$ cat config.mk
export PLATFORM = sky130hd
export DESIGN_NAME = lls_pixel_clock_ctrl
export DESIGN_NICKNAME = d
export VERILOG_FILES = /design/src/logic/lls_pkg.sv /design/src/logic/lls_pixel_clock_ctrl.sv /design/src/logic/lls_sync_cond.sv
export SDC_FILE = /design/constraint.sdc
export NUM_CORES = 1
export LEC_CHECK = 0
export ABC_CLOCK_PERIOD_IN_PS = 4800
export CORE_MARGIN = 2
export CORE_UTILIZATION = 60
export DETAILED_ROUTE_END_ITERATION = 8
export DONT_BUFFER_PORTS = 1
export GPL_TIMING_DRIVEN = 0
export PLACE_DENSITY = 0.87
export SKIP_LAST_GASP = 1
export SLEW_MARGIN = 25
export SYNTH_ARGS = -nofsm -noshare
export SYNTH_HDL_FRONTEND = slang
export SYNTH_SLANG_ARGS = --single-unit
$ cat constraint.sdc
create_clock -name clk -period 4.8 [get_ports clk]
set_clock_uncertainty 0.2 [all_clocks]
set_input_delay 0 -clock clk [delete_from_list [all_inputs] [get_ports clk]]
set_output_delay 0 -clock clk [all_outputs]
set_load 0.01 [all_outputs]
$ cat src/logic/lls_pkg.sv
// constants and types for the line-locked pixel clock control
// assumes an 8-bit register port with byte-wide offsets
package lls_pkg;

	// register offsets
	localparam logic [7:0] DIV_HI_ADDR   = 8'h01; // divisor bits 11:4
	localparam logic [7:0] DIV_LO_ADDR   = 8'h02; // divisor bits 3:0 in 7:4
	localparam logic [7:0] LOOP_ADDR     = 8'h03; // band and pump
	localparam logic [7:0] PHASE_ADDR    = 8'h04; // sampling phase
	localparam logic [7:0] CTRL_ADDR     = 8'h05; // hold source, clock source
	localparam logic [7:0] STAT_ADDR     = 8'h06; // loop status, read only
	localparam logic [7:0] HS_POL_ADDR   = 8'h12; // line sync polarity
	localparam logic [7:0] HOLD_POL_ADDR = 8'h18; // hold polarity

	// field positions
	localparam int DIV_LO_POS   = 4;
	localparam int BAND_POS     = 6;
	localparam int PUMP_POS     = 3;
	localparam int PHASE_POS    = 3;
	localparam int HS_POL_POS   = 4; // field 5:4
	localparam int HOLD_POL_POS = 5; // field 6:5
	localparam int HOLD_INT_POS = 0;
	localparam int EXT_CLK_POS  = 1;

	// values after reset, and the smallest divisor
	localparam logic [11:0] DIV_RST   = 12'h0_400;
	localparam logic [1:0]  BAND_RST  = 2'h1;
	localparam logic [2:0]  PUMP_RST  = 3'h4;
	localparam logic [4:0]  PHASE_RST = 5'h00;
	localparam logic [1:0]  POL_RST   = 2'h1;
	localparam logic [11:0] DIV_MIN   = 12'h0_002;

	// lines of hold kept after vertical sync ends
	localparam int HOLD_TAIL_LINES = 4;

	// oscillator band codes
	typedef enum logic [1:0] {
		LLS_BAND_10_21 = 2'h0,
		LLS_BAND_21_42 = 2'h1,
		LLS_BAND_42_84 = 2'h2,
		LLS_BAND_84_95 = 2'h3
	} lls_band_t;

	// pump current codes, microamps in the names
	typedef enum logic [2:0] {
		LLS_PUMP_50   = 3'h0,
		LLS_PUMP_100  = 3'h1,
		LLS_PUMP_150  = 3'h2,
		LLS_PUMP_250  = 3'h3,
		LLS_PUMP_350  = 3'h4,
		LLS_PUMP_500  = 3'h5,
		LLS_PUMP_750  = 3'h6,
		LLS_PUMP_1500 = 3'h7
	} lls_pump_t;

	// phase detector states, gray along idle-up-idle-down
	typedef enum logic [1:0] {
		LLS_PD_IDLE = 2'b00,
		LLS_PD_UP   = 2'b01,
		LLS_PD_DOWN = 2'b10
	} lls_pd_t;

	// settings handed to the analog loop
	typedef struct packed {
		lls_band_t  band;
		lls_pump_t  pump;
		logic [4:0] phase;
		logic       extClk;
	} lls_analog_t;

endpackage : lls_pkg

$ cat src/logic/lls_pixel_clock_ctrl.sv
// control logic of the line-locked pixel clock generator
// assumes clk is the pixel clock domain and pins are asynchronous
`timescale 1ns/100ps
module lls_pixel_clock_ctrl #(
	parameter int TAIL_LINES = lls_pkg::HOLD_TAIL_LINES
) (
	input  wire logic          clk,         // pixel domain clock
	input  wire logic          rst,         // asynchronous reset
	input  wire logic [7:0]    regAddr,     // register offset
	input  wire logic [7:0]    regWrData,   // write data
	input  wire logic          regWrEn,     // write strobe
	output logic      [7:0]    regRdData,   // read data, one cycle late
	input  wire logic          lineSyncIn,  // horizontal sync pin
	input  wire logic          holdIn,      // hold pin
	input  wire logic          vsyncIn,     // vertical sync pin
	output logic               pumpUp,      // raise oscillator frequency
	output logic               pumpDown,    // lower oscillator frequency
	output logic               fbPulse,     // divided clock pulse
	output lls_pkg::lls_analog_t analogCfg, // band, pump, phase, source
	output logic               phaseMatchedLineSyncOut, // sync copy
	output logic               holdActive   // loop is holding
);

	// configuration registers
	logic [11:0] div_r;
	logic [1:0]  band_r;
	logic [2:0]  pump_r;
	logic [4:0]  phase_r;
	logic [1:0]  hsPol_r;
	logic [1:0]  holdPol_r;
	logic        holdInt_r;
	logic        extClk_r;
	logic [7:0]  rdData_r;

	// write decode
	wire wrDivHi  = regWrEn && regAddr == lls_pkg::DIV_HI_ADDR;
	wire wrDivLo  = regWrEn && regAddr == lls_pkg::DIV_LO_ADDR;
	wire wrLoop   = regWrEn && regAddr == lls_pkg::LOOP_ADDR;
	wire wrPhase  = regWrEn && regAddr == lls_pkg::PHASE_ADDR;
	wire wrCtrl   = regWrEn && regAddr == lls_pkg::CTRL_ADDR;
	wire wrHsPol  = regWrEn && regAddr == lls_pkg::HS_POL_ADDR;
	wire wrHoldPl = regWrEn && regAddr == lls_pkg::HOLD_POL_ADDR;

	// register storage
	always_ff @(posedge clk or posedge rst) begin
		if (rst) begin
			div_r     <= lls_pkg::DIV_RST;
			band_r    <= lls_pkg::BAND_RST;
			pump_r    <= lls_pkg::PUMP_RST;
			phase_r   <= lls_pkg::PHASE_RST;
			hsPol_r   <= lls_pkg::POL_RST;
			holdPol_r <= lls_pkg::POL_RST;
			holdInt_r <= 1'b0;
			extClk_r  <= 1'b0;
		end else begin
			if (wrDivHi)
				div_r[11:4] <= regWrData;
			if (wrDivLo)
				div_r[3:0] <= regWrData[lls_pkg::DIV_LO_POS +: 4];
			if (wrLoop) begin
				band_r <= regWrData[lls_pkg::BAND_POS +: 2];
				pump_r <= regWrData[lls_pkg::PUMP_POS +: 3];
			end
			if (wrPhase)
				phase_r <= regWrData[lls_pkg::PHASE_POS +: 5];
			if (wrCtrl) begin
				holdInt_r <= regWrData[lls_pkg::HOLD_INT_POS];
				extClk_r  <= regWrData[lls_pkg::EXT_CLK_POS];
			end
			if (wrHsPol)
				hsPol_r <= regWrData[lls_pkg::HS_POL_POS +: 2];
			if (wrHoldPl)
				holdPol_r <= regWrData[lls_pkg::HOLD_POL_POS +: 2];
		end
	end

	// sync conditioning of the three pins
	logic hsLevel;
	logic hsRise;
	logic holdPinLevel;
	logic vsLevel;

	lls_sync_cond uHsCond (
		.clk        (clk),
		.rst        (rst),
		.pinIn      (lineSyncIn),
		.activeHigh (hsPol_r[0]),
		.level      (hsLevel),
		.rise       (hsRise)
	);

	lls_sync_cond uHoldCond (
		.clk        (clk),
		.rst        (rst),
		.pinIn      (holdIn),
		.activeHigh (holdPol_r[0]),
		.level      (holdPinLevel),
		.rise       ()
	);

	// vertical sync is taken as active high
	lls_sync_cond uVsCond (
		.clk        (clk),
		.rst        (rst),
		.pinIn      (vsyncIn),
		.activeHigh (1'b1),
		.level      (vsLevel),
		.rise       ()
	);

	// internal hold: vertical sync plus a tail of lines after it
	logic [7:0] tail_r;
	wire  [7:0] tailLoad = 8'(TAIL_LINES);
	wire  [7:0] tail_nxt = vsLevel ? tailLoad :
		(hsRise && tail_r != 8'h00) ? tail_r - 8'h01 : tail_r;
	wire  holdIntLevel = vsLevel || tail_r != 8'h00;
	wire  hold = holdInt_r ? holdIntLevel : holdPinLevel;

	always_ff @(posedge clk or posedge rst) begin
		if (rst)
			tail_r <= 8'h00;
		else
			tail_r <= tail_nxt;
	end

	// feedback divider; divisor below the minimum is clamped
	logic [11:0] fbCnt_r;
	wire  [11:0] divEff  = (div_r < lls_pkg::DIV_MIN) ? lls_pkg::DIV_MIN
		: div_r;
	wire         fbWrap  = fbCnt_r >= divEff - 12'h001;
	wire  [11:0] fbCnt_nxt = fbWrap ? 12'h000 : fbCnt_r + 12'h001;

	always_ff @(posedge clk or posedge rst) begin
		if (rst)
			fbCnt_r <= 12'h000;
		else
			fbCnt_r <= fbCnt_nxt;
	end

	// phase detector: reference edge against divided edge
	lls_pkg::lls_pd_t pd_r;
	lls_pkg::lls_pd_t pd_nxt;

	always_comb begin
		pd_nxt = pd_r;
		if (hold) begin
			pd_nxt = lls_pkg::LLS_PD_IDLE;
		end else begin
			case (pd_r)
			lls_pkg::LLS_PD_IDLE: begin
				if (hsRise && !fbWrap)
					pd_nxt = lls_pkg::LLS_PD_UP;
				else if (fbWrap && !hsRise)
					pd_nxt = lls_pkg::LLS_PD_DOWN;
			end
			lls_pkg::LLS_PD_UP: begin
				if (fbWrap)
					pd_nxt = lls_pkg::LLS_PD_IDLE;
			end
			lls_pkg::LLS_PD_DOWN: begin
				if (hsRise)
					pd_nxt = lls_pkg::LLS_PD_IDLE;
			end
			default: pd_nxt = lls_pkg::LLS_PD_IDLE;
			endcase
		end
	end

	// loop outputs and the phase-matched sync copy
	logic pumpUp_r;
	logic pumpDown_r;
	logic fbPulse_r;
	logic phase_matched_line_sync_out_r;
	logic hold_r;

	always_ff @(posedge clk or posedge rst) begin
		if (rst) begin
			pd_r       <= lls_pkg::LLS_PD_IDLE;
			pumpUp_r   <= 1'b0;
			pumpDown_r <= 1'b0;
			fbPulse_r  <= 1'b0;
			phase_matched_line_sync_out_r    <= 1'b0;
			hold_r     <= 1'b0;
		end else begin
			pd_r       <= pd_nxt;
			pumpUp_r   <= pd_nxt == lls_pkg::LLS_PD_UP;
			pumpDown_r <= pd_nxt == lls_pkg::LLS_PD_DOWN;
			fbPulse_r  <= fbWrap;
			phase_matched_line_sync_out_r    <= hsLevel;
			hold_r     <= hold;
		end
	end

	// analog settings; phase stays live for either clock source
	assign analogCfg.band   = lls_pkg::lls_band_t'(band_r);
	assign analogCfg.pump   = lls_pkg::lls_pump_t'(pump_r);
	assign analogCfg.phase  = phase_r;
	assign analogCfg.extClk = extClk_r;

	assign pumpUp                  = pumpUp_r;
	assign pumpDown                = pumpDown_r;
	assign fbPulse                 = fbPulse_r;
	assign phaseMatchedLineSyncOut = phase_matched_line_sync_out_r;
	assign holdActive              = hold_r;

	// read mux, unmapped offsets read zero
	logic [7:0] rdMux;
	always_comb begin
		case (regAddr)
		lls_pkg::DIV_HI_ADDR:   rdMux = div_r[11:4];
		lls_pkg::DIV_LO_ADDR:   rdMux = {div_r[3:0], 4'h0};
		lls_pkg::LOOP_ADDR:     rdMux = {band_r, pump_r, 3'h0};
		lls_pkg::PHASE_ADDR:    rdMux = {phase_r, 3'h0};
		lls_pkg::CTRL_ADDR:     rdMux = {6'h00, extClk_r, holdInt_r};
		lls_pkg::STAT_ADDR:     rdMux = {5'h00, pumpDown_r, pumpUp_r,
			hold_r};
		lls_pkg::HS_POL_ADDR:   rdMux = {2'h0, hsPol_r, 4'h0};
		lls_pkg::HOLD_POL_ADDR: rdMux = {1'b0, holdPol_r, 5'h00};
		default:                rdMux = 8'h00;
		endcase
	end

	always_ff @(posedge clk or posedge rst) begin
		if (rst)
			rdData_r <= 8'h00;
		else
			rdData_r <= rdMux;
	end

	assign regRdData = rdData_r;

endmodule : lls_pixel_clock_ctrl

$ cat src/logic/lls_sync_cond.sv
// synchroniser, polarity normaliser and rising-edge detector for one pin
// assumes an asynchronous pin and one clock domain
`timescale 1ns/100ps
module lls_sync_cond (
	input  wire logic clk,        // system clock
	input  wire logic rst,        // asynchronous reset, active high
	input  wire logic pinIn,      // raw pin level
	input  wire logic activeHigh, // 1: pin is active high
	output logic      level,      // normalised level, active high
	output logic      rise        // one-cycle pulse on assertion
);

	logic meta_r;
	logic sync_r;
	logic level_r;

	// two-flop synchroniser, then normalised level register
	always_ff @(posedge clk or posedge rst) begin
		if (rst) begin
			meta_r  <= 1'b0;
			sync_r  <= 1'b0;
			level_r <= 1'b0;
		end else begin
			meta_r  <= pinIn;
			sync_r  <= meta_r;
			level_r <= sync_r ~^ activeHigh;
		end
	end

	// edge from the normalised copy only
	wire levelNow = sync_r ~^ activeHigh;
	assign level = level_r;
	assign rise  = levelNow & ~level_r;

endmodule : lls_sync_cond

Word level (Yosys, flattened, before mapping)
Index checks and enable logic that the tools add are counted.
{"block": "totals", "regBits": 72, "in_bits": 22, "word_cells": 76}
{"block": "op_classes", "n_addsub": 3, "n_lt_le_gt_ge": 2, "eq_ne": 12, "n_mux": 12, "bitwise_logic": 4, "reduce_logical": 16}
{"cell": "case mux 8 bit (8 select lines)", "count": 1}
{"cell": "equality test 8 x 3 -> 1 bit (second input constant)", "count": 3}
{"cell": "2-to-1 mux 12 bit", "count": 2}
{"cell": "equality test 8 x 2 -> 1 bit (second input constant)", "count": 2}
{"cell": "equality test 8 x 5 -> 1 bit (second input constant)", "count": 2}
{"cell": "2-to-1 mux 8 bit", "count": 2}
{"cell": "adder 12 x 1 -> 12 bit (second input constant)", "count": 1}
{"cell": ">= comparator 12 bit", "count": 1}
{"cell": "less-than comparator 12 x 2 -> 1 bit (second input constant)", "count": 1}
{"cell": "subtractor 12 x 1 -> 12 bit (second input constant)", "count": 1}
{"cell": "logical AND 1 bit", "count": 10}
{"cell": "2-to-1 mux 2 bit", "count": 5}
{"cell": "equality test 8 x 1 -> 1 bit (second input constant)", "count": 1}
{"cell": "nonzero test 8 bit", "count": 1}
{"cell": "subtractor 8 x 1 -> 8 bit (second input constant)", "count": 1}
{"cell": "case mux 2 bit (3 select lines)", "count": 1}
{"cell": "equality test 2 x 1 -> 1 bit (second input constant)", "count": 2}
{"cell": "equality test 2 bit (second input constant)", "count": 2}
{"cell": "logical NOT 1 bit", "count": 2}
{"cell": "logical NOT 2 bit", "count": 1}
{"cell": "nonzero test 2 bit", "count": 1}
{"cell": "bitwise XNOR 1 bit", "count": 2}
{"cell": "AND 1 bit", "count": 1}
{"cell": "logical OR 1 bit", "count": 1}
{"cell": "2 further kinds", "count": 2}

Depth between registers and ports, before layout
{"block": "depth", "word_depth": 10, "mapped_depth": 15, "depth_no_buf": 14}

By module
A second synthesis with hierarchy kept.
{"block": "hier_totals", "cells_unflattened": 312, "hier_area_um2": 3512.1}
{"mod": "lls_pixel_clock_ctrl", "n_inst": 1, "cells_each": 294, "area_per_inst_um2": 3223.1, "seq_area_each_um2": 1582.8}
{"mod": "lls_sync_cond", "n_inst": 3, "cells_each": 6, "area_per_inst_um2": 96.3, "seq_area_each_um2": 75.1}

Worst setup path before layout
No wires, ideal clock.
{"block": "synth_path", "path_type": "register to register", "startpoint": "reg div_r[3]", "endpoint": "reg fbCnt_r[10]", "arrival_ns": 3.039, "setup_slack_ns": 1.429, "path_stages_with_launch": 15, "cell_sequence": "dfrtp_1 nor3_1 nor3b_1 nand2_1 o21ai_0 ha_1 nand3b_1 xor2_1 ha_1 nand2_1 o21ai_0 a21oi_1 o21ai_1 clkbuf_1 nor2_1"}
{"block": "synth_between", "elab_chain_len": 5}
{"element": "start, declared", "line_no": "lls_pixel_clock_ctrl.sv:25", "rtl": "logic [11:0] div_r;"}
{"element": "start signal, assigned", "line_no": "lls_pixel_clock_ctrl.sv:47", "rtl": "div_r <= lls_pkg::DIV_RST;"}
{"element": "start signal, assigned", "line_no": "lls_pixel_clock_ctrl.sv:59", "rtl": "div_r[3:0] <= regWrData[lls_pkg::DIV_LO_POS +: 4];"}
{"element": "less-than comparator 12 x 2 -> 1 bit", "line_no": "lls_pixel_clock_ctrl.sv:128", "rtl": "wire [11:0] divEff = (div_r < lls_pkg::DIV_MIN) ? lls_pkg::DIV_MIN"}
{"element": "2-to-1 mux 12 bit (*)", "line_no": "lls_pixel_clock_ctrl.sv:128"}
{"element": "subtractor 12 x 1 -> 12 bit (*)", "line_no": "lls_pixel_clock_ctrl.sv:130", "rtl": "wire fbWrap = fbCnt_r >= divEff - 12'h001;"}
{"element": ">= comparator 12 bit (*)", "line_no": "lls_pixel_clock_ctrl.sv:130"}
{"element": "via fbWrap", "line_no": "lls_pixel_clock_ctrl.sv:130"}
{"element": "2-to-1 mux 12 bit (*)", "line_no": "lls_pixel_clock_ctrl.sv:131", "rtl": "wire [11:0] fbCnt_nxt = fbWrap ? 12'h000 : fbCnt_r + 12'h001;"}
{"element": "via fbCnt_nxt[10]", "line_no": "lls_pixel_clock_ctrl.sv:131"}
{"element": "end signal, assigned", "line_no": "lls_pixel_clock_ctrl.sv:137", "rtl": "fbCnt_r <= fbCnt_nxt;"}
{"element": "end, declared", "line_no": "lls_pixel_clock_ctrl.sv:127", "rtl": "logic [11:0] fbCnt_r;"}
The timed path passes the listed nets; every way through them passes the cells marked *.
A chain may end at the register's enable or synchronous reset.

Final worst setup path
{"block": "layout_path", "startpoint": "reg div_r[3]", "endpoint": "reg fbCnt_r[5]"}
Same word-level chain as after synthesis.

==> impl_metrics.ini <==
[final_layout]
layoutNonFillerInstCount = 433
register_area_sq_um = 1810
drive_gt1_share_pct = 17.5
antenna_cells = 0
fill_cells = 316
area_growth_pct = 21.0
nets = 393
utilization_pct = 75.6
multi_input_area_sq_um = 1610
finalInstanceArea_sq_um = 4220

[clock_tree]
clockBufferDepth = 2
cts_made_buffers = 9
clk_transition_reported_paths_ns = 0.08
h-tree-depth = 3
cts.sinks = 72
clock-root-buffer = clkbuf_8
cts_tree = built
post_cts_resized = 0
clkLatencyLatePin_ns = 0.36

[setup_path]
startpoint = div_r[3]$_DFFE_PP0P_
r2r_cells = 14
endpoint_kind = register
endpoint = fbCnt_r[5]$_DFF_PP0_
cp_max_fo = 10
r2r-start = div_r[3]$_DFFE_PP0P_
path_class = register to register
crit_required_ns = 4.82
r2r-end = fbCnt_r[5]$_DFF_PP0_
critPathArrivalTime_ns = 4.31
r2r_slack_ns = 0.52
worstSetupStartpointType = register

[power_and_ir_drop]
ir_drop_uv = 266
netSwitchingFraction_pct = 31.8
power.internal_mw = 1.13
pwr-share-seq_pct = 44.7
switchingPower_mw = 0.527
clock_power_share_pct = 33.3
power_mw = 1.66
power_frac_comb_pct = 21.9
cellLeakagePower_nw = 2.01
powerDensity_nw_per_um2 = 393

[synth]
ys_warn_count = 0
synthMuxAreaShare_pct = 9.91
yosysTopAreaCellShare_pct = 48.1
yosysMostFrequentCell = dfrtp_1
synth.area.top_cells = dfrtp_1, mux2_2, ha_1
ys_ff_latch = 72
synth_fp_nets = 343
yosys.area.top_type = dfrtp_1
synth_xor_xnor_area_share_pct = 6.78
syn_avg_cell_area_sq_um = 11.4
netlist_top_cells_count = dfrtp_1, nor2_1, mux2_2, nand2_1, xor2_1
yosys.area_share.simple_pct = 16.6
syn_area_sq_um = 3490
synth_cell_types = 47
synth_seq_area_share_pct = 51.9
ys.flop_type = dfrtp_1
async_flop_share_pct = 100
syn_inst = 306
synth-compound-area-share_pct = 7.57
synth_edf_count = 0
synth_fa_ha_area_share_pct = 5.38
synth_top_family_by_area = simple AND/OR/NAND/NOR gates

[route]
num_vias = 2705
drtAntennaViolNets = 0
drt-pass1-iter-count = 8
drt_iter0_drc = 255
via_per_inst = 6.25
wl_per_cell_microns = 21.0
route.detailed.drc = 0
routed_wl_mm = 9.09

[sta]
rsz0062_at_grt = no
fin_crit_ns = 4.28
setup_viol = 0
relSlewSlack_pct = 55.7
final-hold-violation-count = 0
min_period_over_period_pct = 89.2
fmax_mhz = 233
slew_viol_final = 0
setup_ws_ns = 0.517
worst_pin_slew_ns = 0.661
finalSetupTns_ns = 0
hold_ws_ns = 0.00429

[floorplanning]
die_x_microns = 80.2
ios = 46
rows = 27
die_h_microns = 80.2
die-area_sq_um = 6440
fp.coreArea_sq_um = 5570
start_util_pct = 62.5

[global_route]
grt_pass1_vias = 2804
track_usage_pct = 30.4
grt_overflow = 0
antenna_found_initial = 0
grt_pass1_wl_mm = 14.4
grt_max_degree = 38

[placement]
place_congestion = 0.853
dpl_cell_area_sq_um = 3600
port_buffers = 0
dp_slack_ns = 0.788
place_inst = 379
hpwl_mm = 5.29

[min_path]
hold_path.class = input port to register

[job]
max_cap_viol_count = 0

[outcome]
status = finished, final reports clean
-- registers in the layout, summed over array words and instances (netlist names), 3 cells and up --
register   count
div_r         12
fbCnt_r       12
regRdData      8
tail_r         8
phase_r        5
pump_r         3
-- worst max-delay path, stage by stage, from the launching register on --
cell and delay [ns]:
dfrtp_1 0.47, nor3_1 0.36, nor3b_1 0.42, nand2_1 0.17
o21ai_0 0.27, ha_1 0.29, nand3b_1 0.12, xor2_1 0.16
ha_1 0.27, nand2_1 0.07, o21ai_0 0.21, a21oi_1 0.08
o21ai_1 0.55, clkbuf_1 0.41, nor2_1 0.10
-- cells by family (layout without fill, tap and decap cells) --
family / Yosys count / count (layout)
AOI/OAI and AO/OA: 37 / 37
xor gates and xnor gates: 27 / 27
adders and majority gates: 15 / 15
buffers and inverters: 14 / 69
DFF: 72 / 72
muxes: 29 / 29
and+or+nand+nor: 112 / 112
-- power by group through the flow --
| stage | clock [mW] | combinational (mW) | sequential [mW] |
|---|---|---|---|
| 2_1_floorplan | 0 | 0.246 | 0.728 |
| 3_3_place_gp | 0 | 0.281 | 0.742 |
| 3_5_place_dp | 0 | 0.307 | 0.748 |
| 4_1_cts | 0.546 | 0.340 | 0.736 |
| 5_1_grt | 0.590 | 0.410 | 0.747 |
| 6_report | 0.553 | 0.364 | 0.742 |
-- placed cells by master (no fill, tap or decap), types with 3 or more instances in the layout --
master / instances
nand2_1: 24
dfstp_2: 5
inv_1: 7
a22o_1: 5
nor4_1: 5
mux2_2: 24
nor3b_1: 3
mux2_4: 5
a22oi_1: 5
nand2b_1: 3
ha_1: 15
nor2b_1: 4
dfrtp_1: 67
o21ai_0: 4
xnor2_1: 11
dlygate4sd3_1: 37
nor3_1: 7
nor2_1: 34
and3_1: 7
a21oi_1: 7
clkbuf_1: 3
nand3_1: 12
xor2_1: 16
clkbuf_8: 10
-- repair_timing --
action	4_1_cts	5_1_grt
hold buffers	37	1
buffers inserted	0	0
hold endpoints to repair	111	1
-- routing by layer --
layer,vias to the layer above,part of all wire [%],track usage (%)
li1,1183,-,-
met1,1365,39,37.4
met2,119,50,49.3
met3,38,5.7,8.54
met4,0,4.4,14.4
met5,-,0,0
-- final cells by class --
| cell class | instances | share of cell area, % |
|---|---|---|
| plain buffers | 6 | 0.831 |
| clock buffers | 10 | 3.26 |
| clock inverters | 6 | 2.14 |
| inverters | 8 | 0.772 |
| multi-input cells | 220 | 38.2 |
| flip-flops and latches | 72 | 42.9 |
| well taps | 72 | 2.14 |
| repair buffers | 39 | 9.73 |
-- worst min-delay path by stage --
stage / from / to / slack, ns / cells past startpoint
floorplan: holdIn / uHoldCond.meta_r$_DFF_PP0_ / -0.17 / 0
global placement: vsyncIn / uVsCond.meta_r$_DFF_PP0_ / -0.17 / 0
detailed placement: rst / uVsCond.level$_DFF_PP0_ / -0.28 / 1
CTS: holdIn / uHoldCond.meta_r$_DFF_PP0_ / 0.0007 / 1
global route: rst / div_r[10]$_DFFE_PP1P_ / 0.009 / 2
finish: vsyncIn / uVsCond.meta_r$_DFF_PP0_ / 0.004 / 1
Note: power is estimated with default switching activity, not from simulation.
